File: src/rtl/smsbp_pkg.sv
// Constants and helpers shared by the byte port and its clock generator
package smsbp_pkg;

	// Control byte field positions
	localparam int CB_IRQ_EN  = 7;
	localparam int CB_EN      = 6;
	localparam int CB_LSB     = 5;
	localparam int CB_MST     = 4;
	localparam int CB_CPOL    = 3;
	localparam int CB_CPHA    = 2;
	localparam int CB_RATE_HI = 1;
	localparam int CB_RATE_LO = 0;

	// Status byte field positions
	localparam int SB_FLAG = 7;
	localparam int SB_WRITE_COLLISION_FLAG = 6;
	localparam int SB_DBL  = 0;

	// Pin indices into the pin vectors
	localparam int PIN_MOSI = 0;
	localparam int PIN_MISO = 1;
	localparam int PIN_SCK  = 2;
	localparam int PIN_SS   = 3;
	localparam int PIN_NUM  = 4;

	// Values after reset
	localparam logic [7:0] CTRL_RST = 8'h00;
	localparam logic [7:0] DATA_RST = 8'h00;
	localparam logic       BIT_RST  = 1'b0;

	// Byte framing counts
	localparam logic [3:0] CNT_ZERO  = 4'h0;
	localparam logic [3:0] CNT_LAST  = 4'h7;
	localparam logic [3:0] CNT_FULL  = 4'h8;
	localparam logic [6:0] HALF_ONE  = 7'h01;

	// Master sequencer states
	typedef enum logic [1:0] {
		MS_IDLE = 2'b01,
		MS_RUN  = 2'b10
	} smsbp_mst_e;

	// Half SCK period in clk cycles for {double, rate_hi, rate_lo}
	function automatic logic [6:0] smsbp_half(input logic [2:0] sel);
		case (sel)
			3'h0:    smsbp_half = 7'h02;
			3'h1:    smsbp_half = 7'h08;
			3'h2:    smsbp_half = 7'h20;
			3'h3:    smsbp_half = 7'h40;
			3'h4:    smsbp_half = 7'h01;
			3'h5:    smsbp_half = 7'h04;
			3'h6:    smsbp_half = 7'h10;
			default: smsbp_half = 7'h20;
		endcase
	endfunction

	// One shift step in the chosen bit order
	function automatic logic [7:0] smsbp_shin(input logic [7:0] sh, input logic b, input logic lsb_first);
		smsbp_shin = lsb_first ? {b, sh[7:1]} : {sh[6:0], b};
	endfunction

endpackage

File: src/rtl/smsbp_clk_if.sv
// Link between the port core and its SCK rate generator
`timescale 1ns/1ps
interface smsbp_clk_if;
	logic       run;
	logic [2:0] rate;
	logic       tick;
	modport gen  (input run, input rate, output tick);
	modport user (output run, output rate, input tick);
endinterface : smsbp_clk_if

File: src/rtl/smsbp_clkgen.sv
// Master SCK half-period tick generator
`timescale 1ns/1ps
module smsbp_clkgen
	import smsbp_pkg::*;
(
	input  wire logic clk,
	input  wire logic rst_n,
	smsbp_clk_if.gen  cg
);
	logic [6:0] cnt_r;
	logic [6:0] half;

	assign half    = smsbp_half(cg.rate);
	assign cg.tick = cg.run && (cnt_r == half - HALF_ONE);

	// Restarts on every run so the first edge comes a full half period after the load
	always_ff @(posedge clk or negedge rst_n) begin
		if (!rst_n)
			cnt_r <= 7'h00;
		else if (!cg.run || cg.tick)
			cnt_r <= 7'h00;
		else
			cnt_r <= cnt_r + HALF_ONE;
	end
endmodule // smsbp_clkgen

File: src/rtl/smsbp_top.sv
// Byte-wide SPI port, master or slave, with flags and pin overrides
// Overview of operation
// Master data write starts the clock generator
// Master stops after byte, sets done flag
// Done flag with enable raises interrupt request
// Master never drives select by itself
// Master side frames each packet with select
// MOSI master-to-slave, MISO slave-to-master, simultaneously exchanged
// Idle slave keeps MISO released
// Slave byte waits for select low
// Slave sets flag after full byte
// Received byte kept in receive buffer
// No new transmit byte during shift
// Unread received byte overwritten by next
// Slave SCK at most quarter clock rate
// Enabled port overrides pin directions
// LSB-first or MSB-first selectable
// Full duplex, master or slave selectable
// Seven bit rates including half clock
// Interrupt works while processor idles
// Select high resets slave shift logic
// Select low as master forces slave mode; code does so only while SS is an input (user_dir[PIN_SS] low)
// Polarity sets idle level, phase sets sampling
// Data write mid-transfer sets collision flag
// Done flag clears by service or status-data
// All control and status reset to zero
`timescale 1ns/1ps
module smsbp_top
	import smsbp_pkg::*;
(
	input  wire logic       clk,
	input  wire logic       rst_n,
	input  wire logic       ctrl_wr,
	input  wire logic       sts_wr,
	input  wire logic       data_wr,
	input  wire logic [7:0] wdata,
	input  wire logic       sts_rd,
	input  wire logic       data_rd,
	input  wire logic       irq_ack,
	output logic      [7:0] ctrl_q,
	output logic      [7:0] sts_q,
	output logic      [7:0] rdata,
	output logic            irq,
	input  wire logic [3:0] user_dir,
	input  wire logic [3:0] gpio_out,
	input  wire logic [3:0] pin_i,
	output logic      [3:0] pin_o,
	output logic      [3:0] pin_oe
);
	logic [7:0]  port_control_reg_r;
	logic        double_rate_bit_r;
	logic        xfer_done_flag_r;
	logic        write_collision_flag_r;
	logic        clr_arm_r;
	logic        write_collision_flag_arm_r;
	logic [7:0]  shift_data_reg_r;
	logic [7:0]  rx_buf_r;
	logic        samp_r;
	logic [3:0]  cnt_r;
	logic [3:0]  edge_r;
	logic        sck_r;
	logic        sck_d_r;
	smsbp_mst_e  mst_r;
	logic [3:0]  s1_r;
	logic [3:0]  s2_r;

	logic en, master_select, lsb, cpol, cpha;
	logic s_act, s_edge, lead, ev, samp_ev, shft_ev, fin, in_bit, out_bit;
	logic start, busy, mode_fault, data_acc;
	logic [7:0] rx_nxt;

	smsbp_clk_if cgi ();

	smsbp_clkgen u_clkgen (
		.clk   (clk),
		.rst_n (rst_n),
		.cg    (cgi.gen)
	);

	assign en            = port_control_reg_r[CB_EN];
	assign master_select = port_control_reg_r[CB_MST];
	assign lsb           = port_control_reg_r[CB_LSB];
	assign cpol          = port_control_reg_r[CB_CPOL];
	assign cpha          = port_control_reg_r[CB_CPHA];

	// Pins come from another domain; only the second stage is read
	genvar gi;
	generate
		for (gi = 0; gi < PIN_NUM; gi++) begin : g_sync
			always_ff @(posedge clk or negedge rst_n) begin
				if (!rst_n) begin
					s1_r[gi] <= 1'b1;
					s2_r[gi] <= 1'b1;
				end else begin
					s1_r[gi] <= pin_i[gi];
					s2_r[gi] <= s1_r[gi];
				end
			end
		end
	endgenerate

	always_ff @(posedge clk or negedge rst_n) begin
		if (!rst_n)
			sck_d_r <= 1'b1;
		else
			sck_d_r <= s2_r[PIN_SCK];
	end

	// Slave sees SCK only through the synchroniser, hence the quarter-rate ceiling
	assign s_act  = en && !master_select && !s2_r[PIN_SS];
	assign s_edge = s2_r[PIN_SCK] != sck_d_r;

	assign cgi.run  = (mst_r == MS_RUN);
	assign cgi.rate = {double_rate_bit_r, port_control_reg_r[CB_RATE_HI], port_control_reg_r[CB_RATE_LO]};

	// Leading edge leaves the idle level set by polarity
	assign lead    = master_select ? !edge_r[0] : (sck_d_r == cpol);
	assign ev      = master_select ? (cgi.run && cgi.tick) : (s_act && s_edge);
	assign samp_ev = ev && (lead ^ cpha);
	assign shft_ev = ev && !(lead ^ cpha) && (cnt_r != CNT_ZERO);
	assign in_bit  = master_select ? s2_r[PIN_MISO] : s2_r[PIN_MOSI];
	assign out_bit = lsb ? shift_data_reg_r[0] : shift_data_reg_r[7];
	assign fin     = (cpha && samp_ev && cnt_r == CNT_LAST) || (!cpha && shft_ev && cnt_r == CNT_FULL);
	assign rx_nxt  = cpha ? smsbp_shin(shift_data_reg_r, in_bit, lsb) : smsbp_shin(shift_data_reg_r, samp_r, lsb);

	assign busy       = master_select ? (mst_r == MS_RUN) : (s_act && cnt_r != CNT_ZERO);
	assign start      = en && master_select && data_wr && (mst_r == MS_IDLE);
	assign mode_fault = en && master_select && !user_dir[PIN_SS] && !s2_r[PIN_SS];
	assign data_acc   = data_wr || data_rd;

	// Control byte; a mode fault drops master select
	always_ff @(posedge clk or negedge rst_n) begin
		if (!rst_n) begin
			port_control_reg_r <= CTRL_RST;
			double_rate_bit_r  <= BIT_RST;
		end else begin
			if (ctrl_wr)
				port_control_reg_r <= wdata;
			else if (mode_fault)
				port_control_reg_r[CB_MST] <= 1'b0;
			if (sts_wr)
				double_rate_bit_r <= wdata[SB_DBL];
		end
	end

	// Master sequencer, sixteen half periods per byte
	always_ff @(posedge clk or negedge rst_n) begin
		if (!rst_n) begin
			mst_r  <= MS_IDLE;
			edge_r <= CNT_ZERO;
			sck_r  <= 1'b0;
		end else begin
			case (mst_r)
				MS_IDLE: begin
					sck_r  <= cpol;
					edge_r <= CNT_ZERO;
					if (start)
						mst_r <= MS_RUN;
				end
				MS_RUN: begin
					if (mode_fault || !en || !master_select) begin
						mst_r <= MS_IDLE;
					end else if (cgi.tick) begin
						sck_r  <= !sck_r;
						edge_r <= edge_r + 4'h1;
						if (fin)
							mst_r <= MS_IDLE;
					end
				end
				default: mst_r <= MS_IDLE;
			endcase
		end
	end

	// Shared shift register; both ends exchange bits on the same edges
	always_ff @(posedge clk or negedge rst_n) begin
		if (!rst_n) begin
			shift_data_reg_r <= DATA_RST;
			samp_r           <= 1'b0;
			cnt_r            <= CNT_ZERO;
		end else begin
			if (!master_select && !s_act) begin
				cnt_r <= CNT_ZERO;
			end else if (start || fin || mode_fault || (master_select && mst_r == MS_IDLE)) begin
				cnt_r <= CNT_ZERO;
			end else if (samp_ev) begin
				cnt_r <= cnt_r + 4'h1;
			end
			if (samp_ev)
				samp_r <= in_bit;
			// Writes during a transfer are refused so the byte in flight survives
			if (data_wr && !busy)
				shift_data_reg_r <= wdata;
			else if (fin)
				shift_data_reg_r <= rx_nxt;
			else if (shft_ev)
				shift_data_reg_r <= smsbp_shin(shift_data_reg_r, samp_r, lsb);
		end
	end

	// Receive buffer; an unread byte is simply overwritten
	always_ff @(posedge clk or negedge rst_n) begin
		if (!rst_n)
			rx_buf_r <= DATA_RST;
		else if (fin)
			rx_buf_r <= rx_nxt;
	end

	// Flags; a new event in the clearing cycle wins
	always_ff @(posedge clk or negedge rst_n) begin
		if (!rst_n) begin
			xfer_done_flag_r       <= 1'b0;
			write_collision_flag_r <= 1'b0;
			clr_arm_r              <= 1'b0;
			write_collision_flag_arm_r             <= 1'b0;
		end else begin
			if (sts_rd && xfer_done_flag_r)
				clr_arm_r <= 1'b1;
			else if (data_acc || irq_ack)
				clr_arm_r <= 1'b0;
			if (sts_rd && write_collision_flag_r)
				write_collision_flag_arm_r <= 1'b1;
			else if (data_acc)
				write_collision_flag_arm_r <= 1'b0;
			if (fin || mode_fault)
				xfer_done_flag_r <= 1'b1;
			else if (irq_ack || (data_acc && (clr_arm_r || write_collision_flag_arm_r)))
				xfer_done_flag_r <= 1'b0;
			if (data_wr && busy)
				write_collision_flag_r <= 1'b1;
			else if (data_acc && write_collision_flag_arm_r)
				write_collision_flag_r <= 1'b0;
		end
	end

	// Level request, so it reaches an idling processor without any clock gating
	assign irq    = xfer_done_flag_r && port_control_reg_r[CB_IRQ_EN];
	assign ctrl_q = port_control_reg_r;
	assign sts_q  = {xfer_done_flag_r, write_collision_flag_r, 5'h00, double_rate_bit_r};
	assign rdata  = rx_buf_r;

	// Direction overrides; select output is always the software level
	always_comb begin
		pin_o  = gpio_out;
		pin_oe = user_dir;
		if (en && master_select) begin
			pin_o[PIN_MOSI]  = out_bit;
			pin_o[PIN_SCK]   = sck_r;
			pin_oe[PIN_MISO] = 1'b0;
		end else if (en) begin
			pin_o[PIN_MISO]  = out_bit;
			pin_oe[PIN_MOSI] = 1'b0;
			pin_oe[PIN_SCK]  = 1'b0;
			pin_oe[PIN_SS]   = 1'b0;
			pin_oe[PIN_MISO] = user_dir[PIN_MISO] && !s2_r[PIN_SS];
		end
	end
endmodule // smsbp_top

File: config.mk
export PLATFORM = sky130hd
export DESIGN_NAME = smsbp_top
export DESIGN_NICKNAME = d
export VERILOG_FILES = /design/src/rtl/smsbp_pkg.sv /design/src/rtl/smsbp_clk_if.sv /design/src/rtl/smsbp_clkgen.sv /design/src/rtl/smsbp_top.sv
export SDC_FILE = /design/constraint.sdc
export NUM_CORES = 1
export LEC_CHECK = 0
export BUFFER_PORTS_ARGS = -buffer_cell sky130_fd_sc_hd__buf_2
export CORE_AREA = 5 5 66 98
export DETAILED_ROUTE_END_ITERATION = 12
export DIE_AREA = 0 0 71 103
export PLACE_DENSITY = 0.85
export SLEW_MARGIN = 20
export SYNTH_ARGS = -nofsm -noshare
export SYNTH_HDL_FRONTEND = slang
export SYNTH_HIERARCHICAL = 1
export SYNTH_SLANG_ARGS = --single-unit
export TNS_END_PERCENT = 5
File: constraint.sdc
create_clock -name clk -period 4.2 [get_ports clk]
set_input_delay 1.05 -clock clk [delete_from_list [all_inputs] [get_ports clk]]
set_output_delay 1.05 -clock clk [all_outputs]
set_load 0.02 [all_outputs]
==> results of run 1 <==
final cells by class:
class | instances | area (um^2)
Sequential cell | 54 | 1360
Timing Repair Buffer | 55 | 280
Tap cell | 72 | 90.1
Multi-Input combinational cell | 205 | 1430
Fill cell | 485 | 2300
Inverter | 10 | 37.5
Clock buffer | 5 | 68.8
Clock inverter | 3 | 43.8
report_power, final:
| group | internal [uW] | switching, uW | total [uW] | leakage, uW |
|---|---|---|---|---|
| Clock | 179 | 171 | 350 | 0.0000585 |
| Combinational | 130 | 181 | 311 | 0.000790 |
| Sequential | 579 | 64.5 | 644 | 0.000679 |
| Total | 888 | 417 | 1310 | 0.00153 |
cells in the final DEF, fill, tap and decap left out, drive strengths merged, types with 9 or more instances in the layout:
cell type / netlist / layout
buf: 16 / 55
dfrtp: 44 / 44
dfstp: 10 / 10
inv: 10 / 11
mux2: 10 / 10
mux2i: 11 / 11
nand2: 34 / 34
nand3: 13 / 13
nor2: 19 / 19
o211ai: 9 / 9
o21ai: 20 / 20
xnor2: 10 / 10
cells by family after synthesis:
group,share of synthesized area
compound gates,0.170
xor+xnor,0.0476
fa+ha+maj,0.0255
buf+inv,0.0565
flops,0.463
mux,0.0757
other cells,0.00127
simple gates,0.160
stage by stage:
| step | hold slack (ns) | setup WS [ns] | total power (uW) | instances | area (um^2) |
|---|---|---|---|---|---|
| global placement | 0.346 | 0.646 | 944 | 396 | 3200 |
| CTS | 0.364 | 0.420 | 1310 | 404 | 3310 |
| floorplan | 0.345 | 0.756 | 877 | 288 | 2960 |
| global route | 0.365 | 0.104 | 1380 | 404 | 3310 |
| finish | 0.361 | 0.416 | 1310 | 404 | 3310 |
| detailed placement | 0.350 | 0.434 | 962 | 396 | 3200 |
worst paths after layout:
kind	startpoint	slack (ns)	end
max	ctrl_q[0]	0.42	cnt_r[1]
min	s1_r[2]	0.36	s2_r[2]
max reg2reg	ctrl_q[0]	0.42	cnt_r[1]
min reg2reg	s1_r[2]	0.36	s2_r[2]
max in group asynchronous	rst_n	2.61	sck_d_r
min in group asynchronous	rst_n	0.77	rdata[3]
flip-flops by register name, summed over array words and instances, names as in the netlist:
register,flops
ctrl_q,8
rdata,8
shift_data_reg_r,8
u_clkgen/cnt_r,7
cnt_r,4
s1_r,4
s2_r,4
mst_r,2
clr_arm_r,1
double_rate_bit_r,1
edge_r,1
samp_r,1
sck_d_r,1
sck_r,1
write_collision_flag_arm_r,1
write_collision_flag_r,1
xfer_done_flag_r,1
layer usage:
layer / GRT usage / part of all wire / vias up
met5: 0 / 0 / -
met4: 0.0666 / 0.022 / 0
met3: 0.0361 / 0.061 / 17
met2: 0.358 / 0.53 / 82
met1: 0.216 / 0.39 / 1089
li1: - / - / 1091
==> impl_metrics.py, run 1 <==
metrics = {
    "final_layout": {
        "num_antenna_cells": 0,
        "layout-drive-gt1-share": 0.277,
        "final_nets": 365,
        "area_growth_pct": 12.5,
        "post-route-util": 0.590,
    },
    "clocking": {
        "insertion_delay_ns": 0.31,
        "cts.htree.levels": 2,
        "clockRootBuffer": "clkbuf_8",
        "clockBufferDepth": 2,
        "clock_sinks": 54,
        "cts_hold_buf": 0,
        "cts_setup_buffers": 0,
        "numCtsBuffers": 5,
        "path_clk_slew_ns": 0.10,
        "cts-resized-gates": 0,
        "cts_tree": "built",
    },
    "floorplan": {
        "fp-row-count": 34,
        "core_area_um2": 5620,
        "die_h_um": 103,
        "dieArea_um2": 7310,
        "die_width_um": 71,
        "ios": 61,
        "initial_core_util": 0.524,
    },
    "routing": {
        "vias": 2279,
        "drtIter0Drc": 73,
        "viasPerCell": 5.64,
        "wl_per_cell_um": 16.2,
        "drc": 0,
        "drtPass1Iterations": 4,
        "ant_nets": 0,
        "routed_wl_mm": 6.54,
    },
    "synth": {
        "synth_commonest_cells": "44 x dfrtp_1, 34 x nand2_1, 19 x nor2_1",
        "yosys.area.top_type": "dfrtp_1",
        "synthTopCellsByArea": "dfrtp_1 37%, dfstp_2 8.9%, nand2_1 4.3%",
        "ys_ff_latch": 54,
        "synth_edf_count": 0,
        "syn_area_um2": 2940,
        "yosysSeqAreaShare": 0.463,
        "synth_top_area_share": 0.374,
        "ys_async_sr_fraction": 1.00,
        "ys.flop_type": "dfrtp_1",
        "postSynthAreaPerCell_um2": 10.4,
        "yosys_warnings": 6,
        "yosysMostFrequentCell": "dfrtp_1",
        "syn_inst": 284,
        "ys_types": 57,
    },
    "placement": {
        "dp_hpwl_mm": 5.00,
        "gp_congestion": 0.799,
        "io_buffer_count": 53,
    },
    "setup_path": {
        "worstSetupEndpointType": "register",
        "critPathTopFamily": "simple AND/OR/NAND/NOR gates",
        "crit_chain": "or3_1, ha_1, xnor2_1, mux2i_1, o21a_1, a2111oi_4, buf_4, and2_1, a32o_4, nand3_1, nand2_1, nor2_1",
        "required_ns": 4.39,
        "path_buf_inv": 1,
        "critPathMaxStageDelay_ns": 0.49,
        "crit_type": "register to register",
        "path_max_fanout": 18,
        "reg2reg_depth": 12,
        "cp.arrival_ns": 3.97,
        "path_depth": 12,
        "start_kind": "register",
        "slowest_stage": "dfrtp_1",
    },
    "outcome": {
        "status": "finished clean",
    },
    "timing": {
        "setup_viol": 0,
        "finalCritPeriodShare": 0.901,
        "slew-limit-headroom": 0.533,
        "worstMarginPinSlew_ns": 0.700,
        "hold_viol": 0,
        "fin_setup_tns_ns": 0,
        "period_needed_ns": 3.78,
        "rsz0062_at_grt": "false",
        "slew_viol_final": 0,
        "fmax_ghz": 0.264,
        "skew_ns": 0.00917,
    },
    "global_routing": {
        "grt_pass1_vias": 2371,
        "antenna_found_initial": 0,
        "grt_first_pass_wirelength_mm": 11.1,
        "track_usage": 0.191,
        "grt_max_degree": 33,
        "gr-total-overflow": 0,
    },
    "worst_hold_path": {
        "min_path_cells": 0,
        "min_path_type": "register to register",
    },
    "job": {
        "maxCapViolations": 0,
    },
    "pwr": {
        "power.leakage_uw": 0.00153,
        "vdd_ir_drop_max_mv": 0.307,
        "power.density_nw_per_um2": 394,
    },
}
No activity file was read; power rests on OpenSTA's default activity.
==> run 2: changes to the inputs <==
--- a/config.mk
+++ b/config.mk
@@ -5,11 +5,12 @@
 export SDC_FILE = /design/constraint.sdc
 export NUM_CORES = 1
 export LEC_CHECK = 0
+export ABC_AREA = 1
 export BUFFER_PORTS_ARGS = -buffer_cell sky130_fd_sc_hd__buf_2
-export CORE_AREA = 5 5 66 98
+export CORE_AREA = 5 5 68 101
 export DETAILED_ROUTE_END_ITERATION = 12
-export DIE_AREA = 0 0 71 103
-export PLACE_DENSITY = 0.85
+export DIE_AREA = 0 0 73 106
+export PLACE_DENSITY = 0.84
 export SLEW_MARGIN = 20
 export SYNTH_ARGS = -nofsm -noshare
 export SYNTH_HDL_FRONTEND = slang
==> run 2 against run 1 <==
First-iteration DRC count rose by 58%. Power fell by 1.1%. Wire length rose by 5.0%. Design area is 4.9% higher. Sequential power shrank 2%.
==> impl_metrics.py, run 2 <==
metrics = {
    "clocking": {
        "cts_hold_buf": 0,
        "clockBufferDepth": 2,
        "cts.htree.levels": 2,
        "clock_sinks": 54,
        "clockRootBuffer": "clkbuf_8",
        "cts_setup_buffers": 0,
        "path_clk_slew_ns": 0.10,
        "numCtsBuffers": 5,
        "cts_tree": "built",
        "insertion_delay_ns": 0.31,
        "cts-resized-gates": 0,
    },
    "synth": {
        "ys_ff_latch": 54,
        "synth_commonest_cells": "118 x nand2_1, 48 x inv_1, 44 x dfrtp_1",
        "synthTopCellsByArea": "dfrtp_1 35%, nand2_1 14%, dfstp_2 8.4%",
        "ys.flop_type": "dfrtp_1",
        "synth_top_area_share": 0.353,
        "yosys_warnings": 6,
        "ys_async_sr_fraction": 1.00,
        "synth_edf_count": 0,
        "syn_area_um2": 3120,
        "postSynthAreaPerCell_um2": 7.94,
        "syn_inst": 393,
        "yosys.area.top_type": "dfrtp_1",
        "yosysSeqAreaShare": 0.437,
        "ys_types": 43,
        "yosysMostFrequentCell": "nand2_1",
    },
    "final_layout": {
        "fill_cells": 568,
        "fin_cells": 516,
        "num_antenna_cells": 0,
        "layout-drive-gt1-share": 0.251,
        "final_nets": 475,
        "area_growth_pct": 11.4,
        "layout_commonest_cell": "nand2_1",
        "final_cell_mix": "118 x nand2_1, 53 x buf_2, 48 x inv_1",
    },
    "worst_hold_path": {
        "hp-start": "s1_r[0]",
        "min_path_cells": 0,
        "min_to": "s2_r[0]",
        "min_path_type": "register to register",
    },
    "timing": {
        "worstMarginPinSlew_ns": 0.778,
        "setup_viol": 0,
        "hold_viol": 0,
        "period_needed_ns": 3.14,
        "fin_setup_tns_ns": 0,
        "finalCritPeriodShare": 0.748,
        "fmax_ghz": 0.318,
        "slew_viol_final": 0,
        "slew-limit-headroom": 0.482,
        "skew_ns": 0.00917,
        "rsz0062_at_grt": "false",
    },
    "routing": {
        "wl_per_cell_um": 13.3,
        "vias": 2647,
        "drc": 0,
        "viasPerCell": 5.13,
        "drtPass1Iterations": 4,
        "ant_nets": 0,
        "routed_wl_mm": 6.86,
        "drtIter0Drc": 115,
    },
    "setup_path": {
        "slowest_stage": "dfrtp_1",
        "reg2reg_to": "shift_data_reg_r[0]",
        "crit_type": "register to register",
        "cp.arrival_ns": 3.39,
        "r2r_start": "ctrl_q[1]",
        "critPathMaxStageDelay_ns": 0.49,
        "r2r_setup_slack_ns": 1.06,
        "worstSetupEndpointType": "register",
        "required_ns": 4.45,
        "path_max_fanout": 11,
        "crit_chain": "nor2_2, nand2_1, ha_1, inv_1, nand2_1, nand2_1, nor2_1, nand3_1, nor2_1, nand2_2, nor2_1, nand3_1, a21oi_2, nand3_1, nand2_2, nand2_1, nand2_1, nor2_1, nor2_1",
        "start_kind": "register",
        "crit_start": "ctrl_q[1]",
        "reg2reg_depth": 19,
    },
    "placement": {
        "io_buffer_count": 53,
        "dp_hpwl_mm": 5.36,
        "dp.cells": 508,
        "gp_congestion": 0.905,
    },
    "global_routing": {
        "grt_max_degree": 34,
        "grt_pass1_vias": 2615,
        "antenna_found_initial": 0,
        "track_usage": 0.190,
        "gr-total-overflow": 0,
        "grt_first_pass_wirelength_mm": 11.8,
    },
    "floorplan": {
        "fp-row-count": 35,
        "dieArea_um2": 7740,
        "core_area_um2": 5960,
        "initial_core_util": 0.524,
        "ios": 61,
        "die_h_um": 106,
        "die_width_um": 73,
    },
    "outcome": {
        "status": "finished clean",
    },
    "pwr": {
        "power.leakage_uw": 0.00182,
        "vdd_ir_drop_max_mv": 0.314,
        "power.density_nw_per_um2": 371,
    },
    "job": {
        "maxCapViolations": 0,
    },
}
run 2: critical path: cells and delay by family (launching register included):
kind,cells,cell delay (ns)
DFF,1,0.49
AOI/OAI and AO/OA,1,0.21
adders and majority gates,1,0.30
and+or+nand+nor,16,2.03
buffers and inverters,1,0.04
run 2: metal layers:
metal,up-vias,GRT usage,part of all wire,wire [um]
li1,1325,-,-,-
met1,1225,0.252,0.43,2920
met2,83,0.314,0.51,3480
met3,14,0.0265,0.050,341
met4,0,0.0620,0.018,125
met5,-,0,0,0
run 2: kinds of logic after synthesis:
group / Yosys count / share of synthesized area
XOR/XNOR: 8 / 0.0225
other: 1 / 0.00120
adder cells (fa/ha/maj): 6 / 0.0241
flip-flops: 54 / 0.437
AO/OA/AOI/OAI: 44 / 0.0942
AND/OR/NAND/NOR: 209 / 0.313
buffers and inverters: 70 / 0.105
multiplexers: 1 / 0.00361
run 2: worst max path at each step:
stage / cells after the start / endpoint / slack (ns)
CTS: 19 / shift_data_reg_r[0] / 1.07
finish: 19 / shift_data_reg_r[0] / 1.06
detailed placement: 18 / cnt_r[3] / 1.10
global route: 19 / shift_data_reg_r[0] / 0.65
floorplan: 20 / mst_r[1] / 1.55
global placement: 18 / cnt_r[3] / 1.20
run 2: power breakdown:
part / switching (uW) / internal [uW]
sequential: 50.2 / 584
clock: 175 / 136
combinational: 227 / 119
run 2: through the flow:
stage	power (uW)	utilization	hold slack, ns	setup slack (ns)	cell area (um^2)
after floorplan	901	-	0.345	1.55	3140
after global placement	974	0.567	0.348	1.20	3380
after detailed placement	988	0.567	0.347	1.10	3380
after CTS	1290	0.584	0.364	1.07	3480
after global routing	1370	0.584	0.371	0.649	3480
final	1290	0.584	0.363	1.06	3480
run 2: layout make-up:
| class | instances | area, um^2 | share of cell area |
|---|---|---|---|
| clock buffer | 6 | 82.6 | 0.0237 |
| tap | 74 | 92.6 | 0.0266 |
| clock inverter | 2 | 16.3 | 0.00468 |
| inverter | 53 | 204 | 0.0587 |
| timing repair buffer | 54 | 273 | 0.0784 |
| sequential | 54 | 1360 | 0.392 |
| multi-input combinational | 273 | 1450 | 0.416 |
==> run 3: changes to the inputs <==
==> constraint.sdc (replaced) <==
create_clock -name clk -period 3.2 [get_ports clk]
set_input_delay 0.8 -clock clk [delete_from_list [all_inputs] [get_ports clk]]
set_output_delay 0.8 -clock clk [all_outputs]
set_load 0.02 [all_outputs]
==> run 3 against run 2 <==
Count of clock-buffer cells in the layout up 1. Core utilization up 0.67 points. Sequential power up 31%. Power up 36%. Worst setup slack worse by 0.76 ns. Die area unchanged. Clock skew up 0.0059 ns. Flip-flop and latch count unchanged. Final cell count up 0.39%. Critical path type unchanged.
==> impl_metrics.py, run 3 (synthesized netlist as in run 2, its figures left out) <==
metrics = {
    "timing": {
        "setup_viol": 0,
        "hold_viol": 0,
        "worstMarginPinSlew_ns": 0.602,
        "slew-limit-headroom": 0.599,
        "skew_ns": 0.0151,
        "slew_viol_final": 0,
        "rsz0062_at_grt": "true",
        "fmax_ghz": 0.345,
        "period_needed_ns": 2.90,
        "finalCritPeriodShare": 0.906,
    },
    "routing": {
        "wl_met1_mm": 2.91,
        "routed-wl-met3_um": 373,
        "routed_wl_mm": 6.97,
        "routed-wl-met2_mm": 3.50,
        "drc": 0,
        "viasPerCell": 5.18,
        "routed.top_layer": "met4",
        "wl_per_cell_um": 13.4,
        "drtPass1Iterations": 4,
        "drtIter0Drc": 115,
        "vias": 2685,
        "ant_nets": 0,
    },
    "clocking": {
        "cts_tree": "built",
        "clockBufferDepth": 2,
        "cts_hold_buf": 0,
        "clockRootBuffer": "clkbuf_8",
        "clock_sinks": 54,
        "insertion_delay_ns": 0.31,
        "cts.htree.levels": 2,
        "path_clk_slew_ns": 0.10,
        "numCtsBuffers": 5,
    },
    "floorplan": {
        "initial_core_util": 0.524,
        "die_width_um": 73,
        "die_h_um": 106,
        "dieArea_um2": 7740,
        "ios": 61,
        "core_area_um2": 5960,
        "fp-row-count": 35,
    },
    "setup_path": {
        "cp.arrival_ns": 3.11,
        "reg2reg_to": "shift_data_reg_r[7]",
        "crit_chain": "nor2_2, nand2_1, ha_1, inv_1, nand2_1, nand2_1, nor2_1, nand3_1, nor2_1, nand2_2, nor2_1, nand3_1, nand2_4, nand4_4, nand3_4, nand2_1, nor2_1, nor2_1",
        "critPathTopFamily": "simple AND/OR/NAND/NOR gates",
        "path_buf_inv": 1,
        "reg2reg_depth": 18,
        "path_depth": 18,
        "start_kind": "register",
        "slowest_stage": "dfrtp_1",
        "worst_path_most_repeated_cell": "nor2_1",
        "worstSetupEndpoint": "shift_data_reg_r[7]",
        "r2r_setup_slack_ns": 0.30,
        "path_max_fanout": 16,
        "crit_start": "ctrl_q[0]",
        "required_ns": 3.42,
        "crit_type": "register to register",
        "r2r_start": "ctrl_q[0]",
        "critPathMaxStageDelay_ns": 0.47,
        "worstSetupEndpointType": "register",
    },
    "global_routing": {
        "antenna_found_initial": 0,
        "grt_max_degree": 48,
        "grt_pass1_vias": 2588,
        "track_usage": 0.185,
        "grt_first_pass_wirelength_mm": 11.5,
        "gr-total-overflow": 0,
    },
    "pwr": {
        "power.leakage_uw": 0.00184,
        "power.density_nw_per_um2": 500,
        "comb_power_share": 0.259,
        "total_power_uw": 1760,
        "power_switching_uw": 578,
        "seqPwrFrac": 0.472,
        "pwr-share-clk": 0.269,
        "intPower_uw": 1180,
        "switching_share": 0.329,
        "vdd_ir_drop_max_mv": 0.364,
    },
    "placement": {
        "gp_congestion": 0.881,
        "dp_hpwl_mm": 5.41,
        "io_buffer_count": 53,
    },
    "final_layout": {
        "layout_commonest_cell": "nand2_1",
        "final_cell_mix": "118 x nand2_1, 52 x buf_2, 48 x inv_1",
        "fill_cells": 570,
        "num_antenna_cells": 0,
        "area_growth_pct": 12.7,
        "final_nets": 477,
        "layout-drive-gt1-share": 0.252,
        "post-route-util": 0.591,
    },
    "job": {
        "maxCapViolations": 0,
    },
    "worst_hold_path": {
        "min_path_type": "register to register",
    },
    "outcome": {
        "status": "finished clean",
    },
}
## run 3: worst min-delay path by stage
stage,start,end,cells past startpoint
3_5_place_dp,s1_r[3],s2_r[3],0
6_report,s1_r[3],s2_r[3],0
2_1_floorplan,s1_r[0],s2_r[0],0
4_1_cts,s1_r[3],s2_r[3],0
3_3_place_gp,s1_r[2],s2_r[2],0
5_1_grt,s1_r[3],s2_r[3],0
## run 3: per-stage QoR
step	std cells	setup TNS (ns)	hold WS, ns	cell area, um^2	setup WS (ns)
2_1_floorplan	397	0	0.345	3140	0.551
6_report	518	0	0.360	3520	0.301
3_3_place_gp	510	0	0.346	3390	0.431
4_1_cts	518	0	0.361	3510	0.321
5_1_grt	518	-0.0103	0.362	3520	-0.0103
3_5_place_dp	510	0	0.347	3390	0.329
## run 3: area by class of cell
class,count,area (um^2),area share
clock inverters,1,30.0,0.00854
multi-input cells,273,1450,0.412
inverters,53,204,0.0580
clock buffers,7,86.3,0.0245
flip-flops and latches,54,1360,0.388
repair buffers,56,290,0.0825
well taps,74,92.6,0.0263
## run 3: repair_timing
action                     CTS  global route
setup buffers                0             0
setup endpoints to repair    0             6
resized for setup            0             1
## run 3: worst register-to-register path: stages, from the launching register on
cell	delay [ns]
dfrtp_1	0.47
nor2_2	0.18
nand2_1	0.09
ha_1	0.30
inv_1	0.04
nand2_1	0.05
nand2_1	0.05
nor2_1	0.10
nand3_1	0.07
nor2_1	0.13
nand2_2	0.09
nor2_1	0.17
nand3_1	0.19
nand2_4	0.16
nand4_4	0.22
nand3_4	0.28
nand2_1	0.09
nor2_1	0.10
nor2_1	0.05
## run 3: per-layer routing
layer,vias to the layer above,GRT usage
met1,1259,0.229
met3,15,0.0293
met2,80,0.310
li1,1331,-
met5,-,0
met4,0,0.0844
## run 3: power by group through the flow
stage	Clock [uW]	Combinational [uW]	Sequential, uW
after floorplan	0	349	833
after global placement	0	440	839
after detailed placement	0	456	842
after CTS	478	460	828
after global routing	505	525	840
final	472	456	830
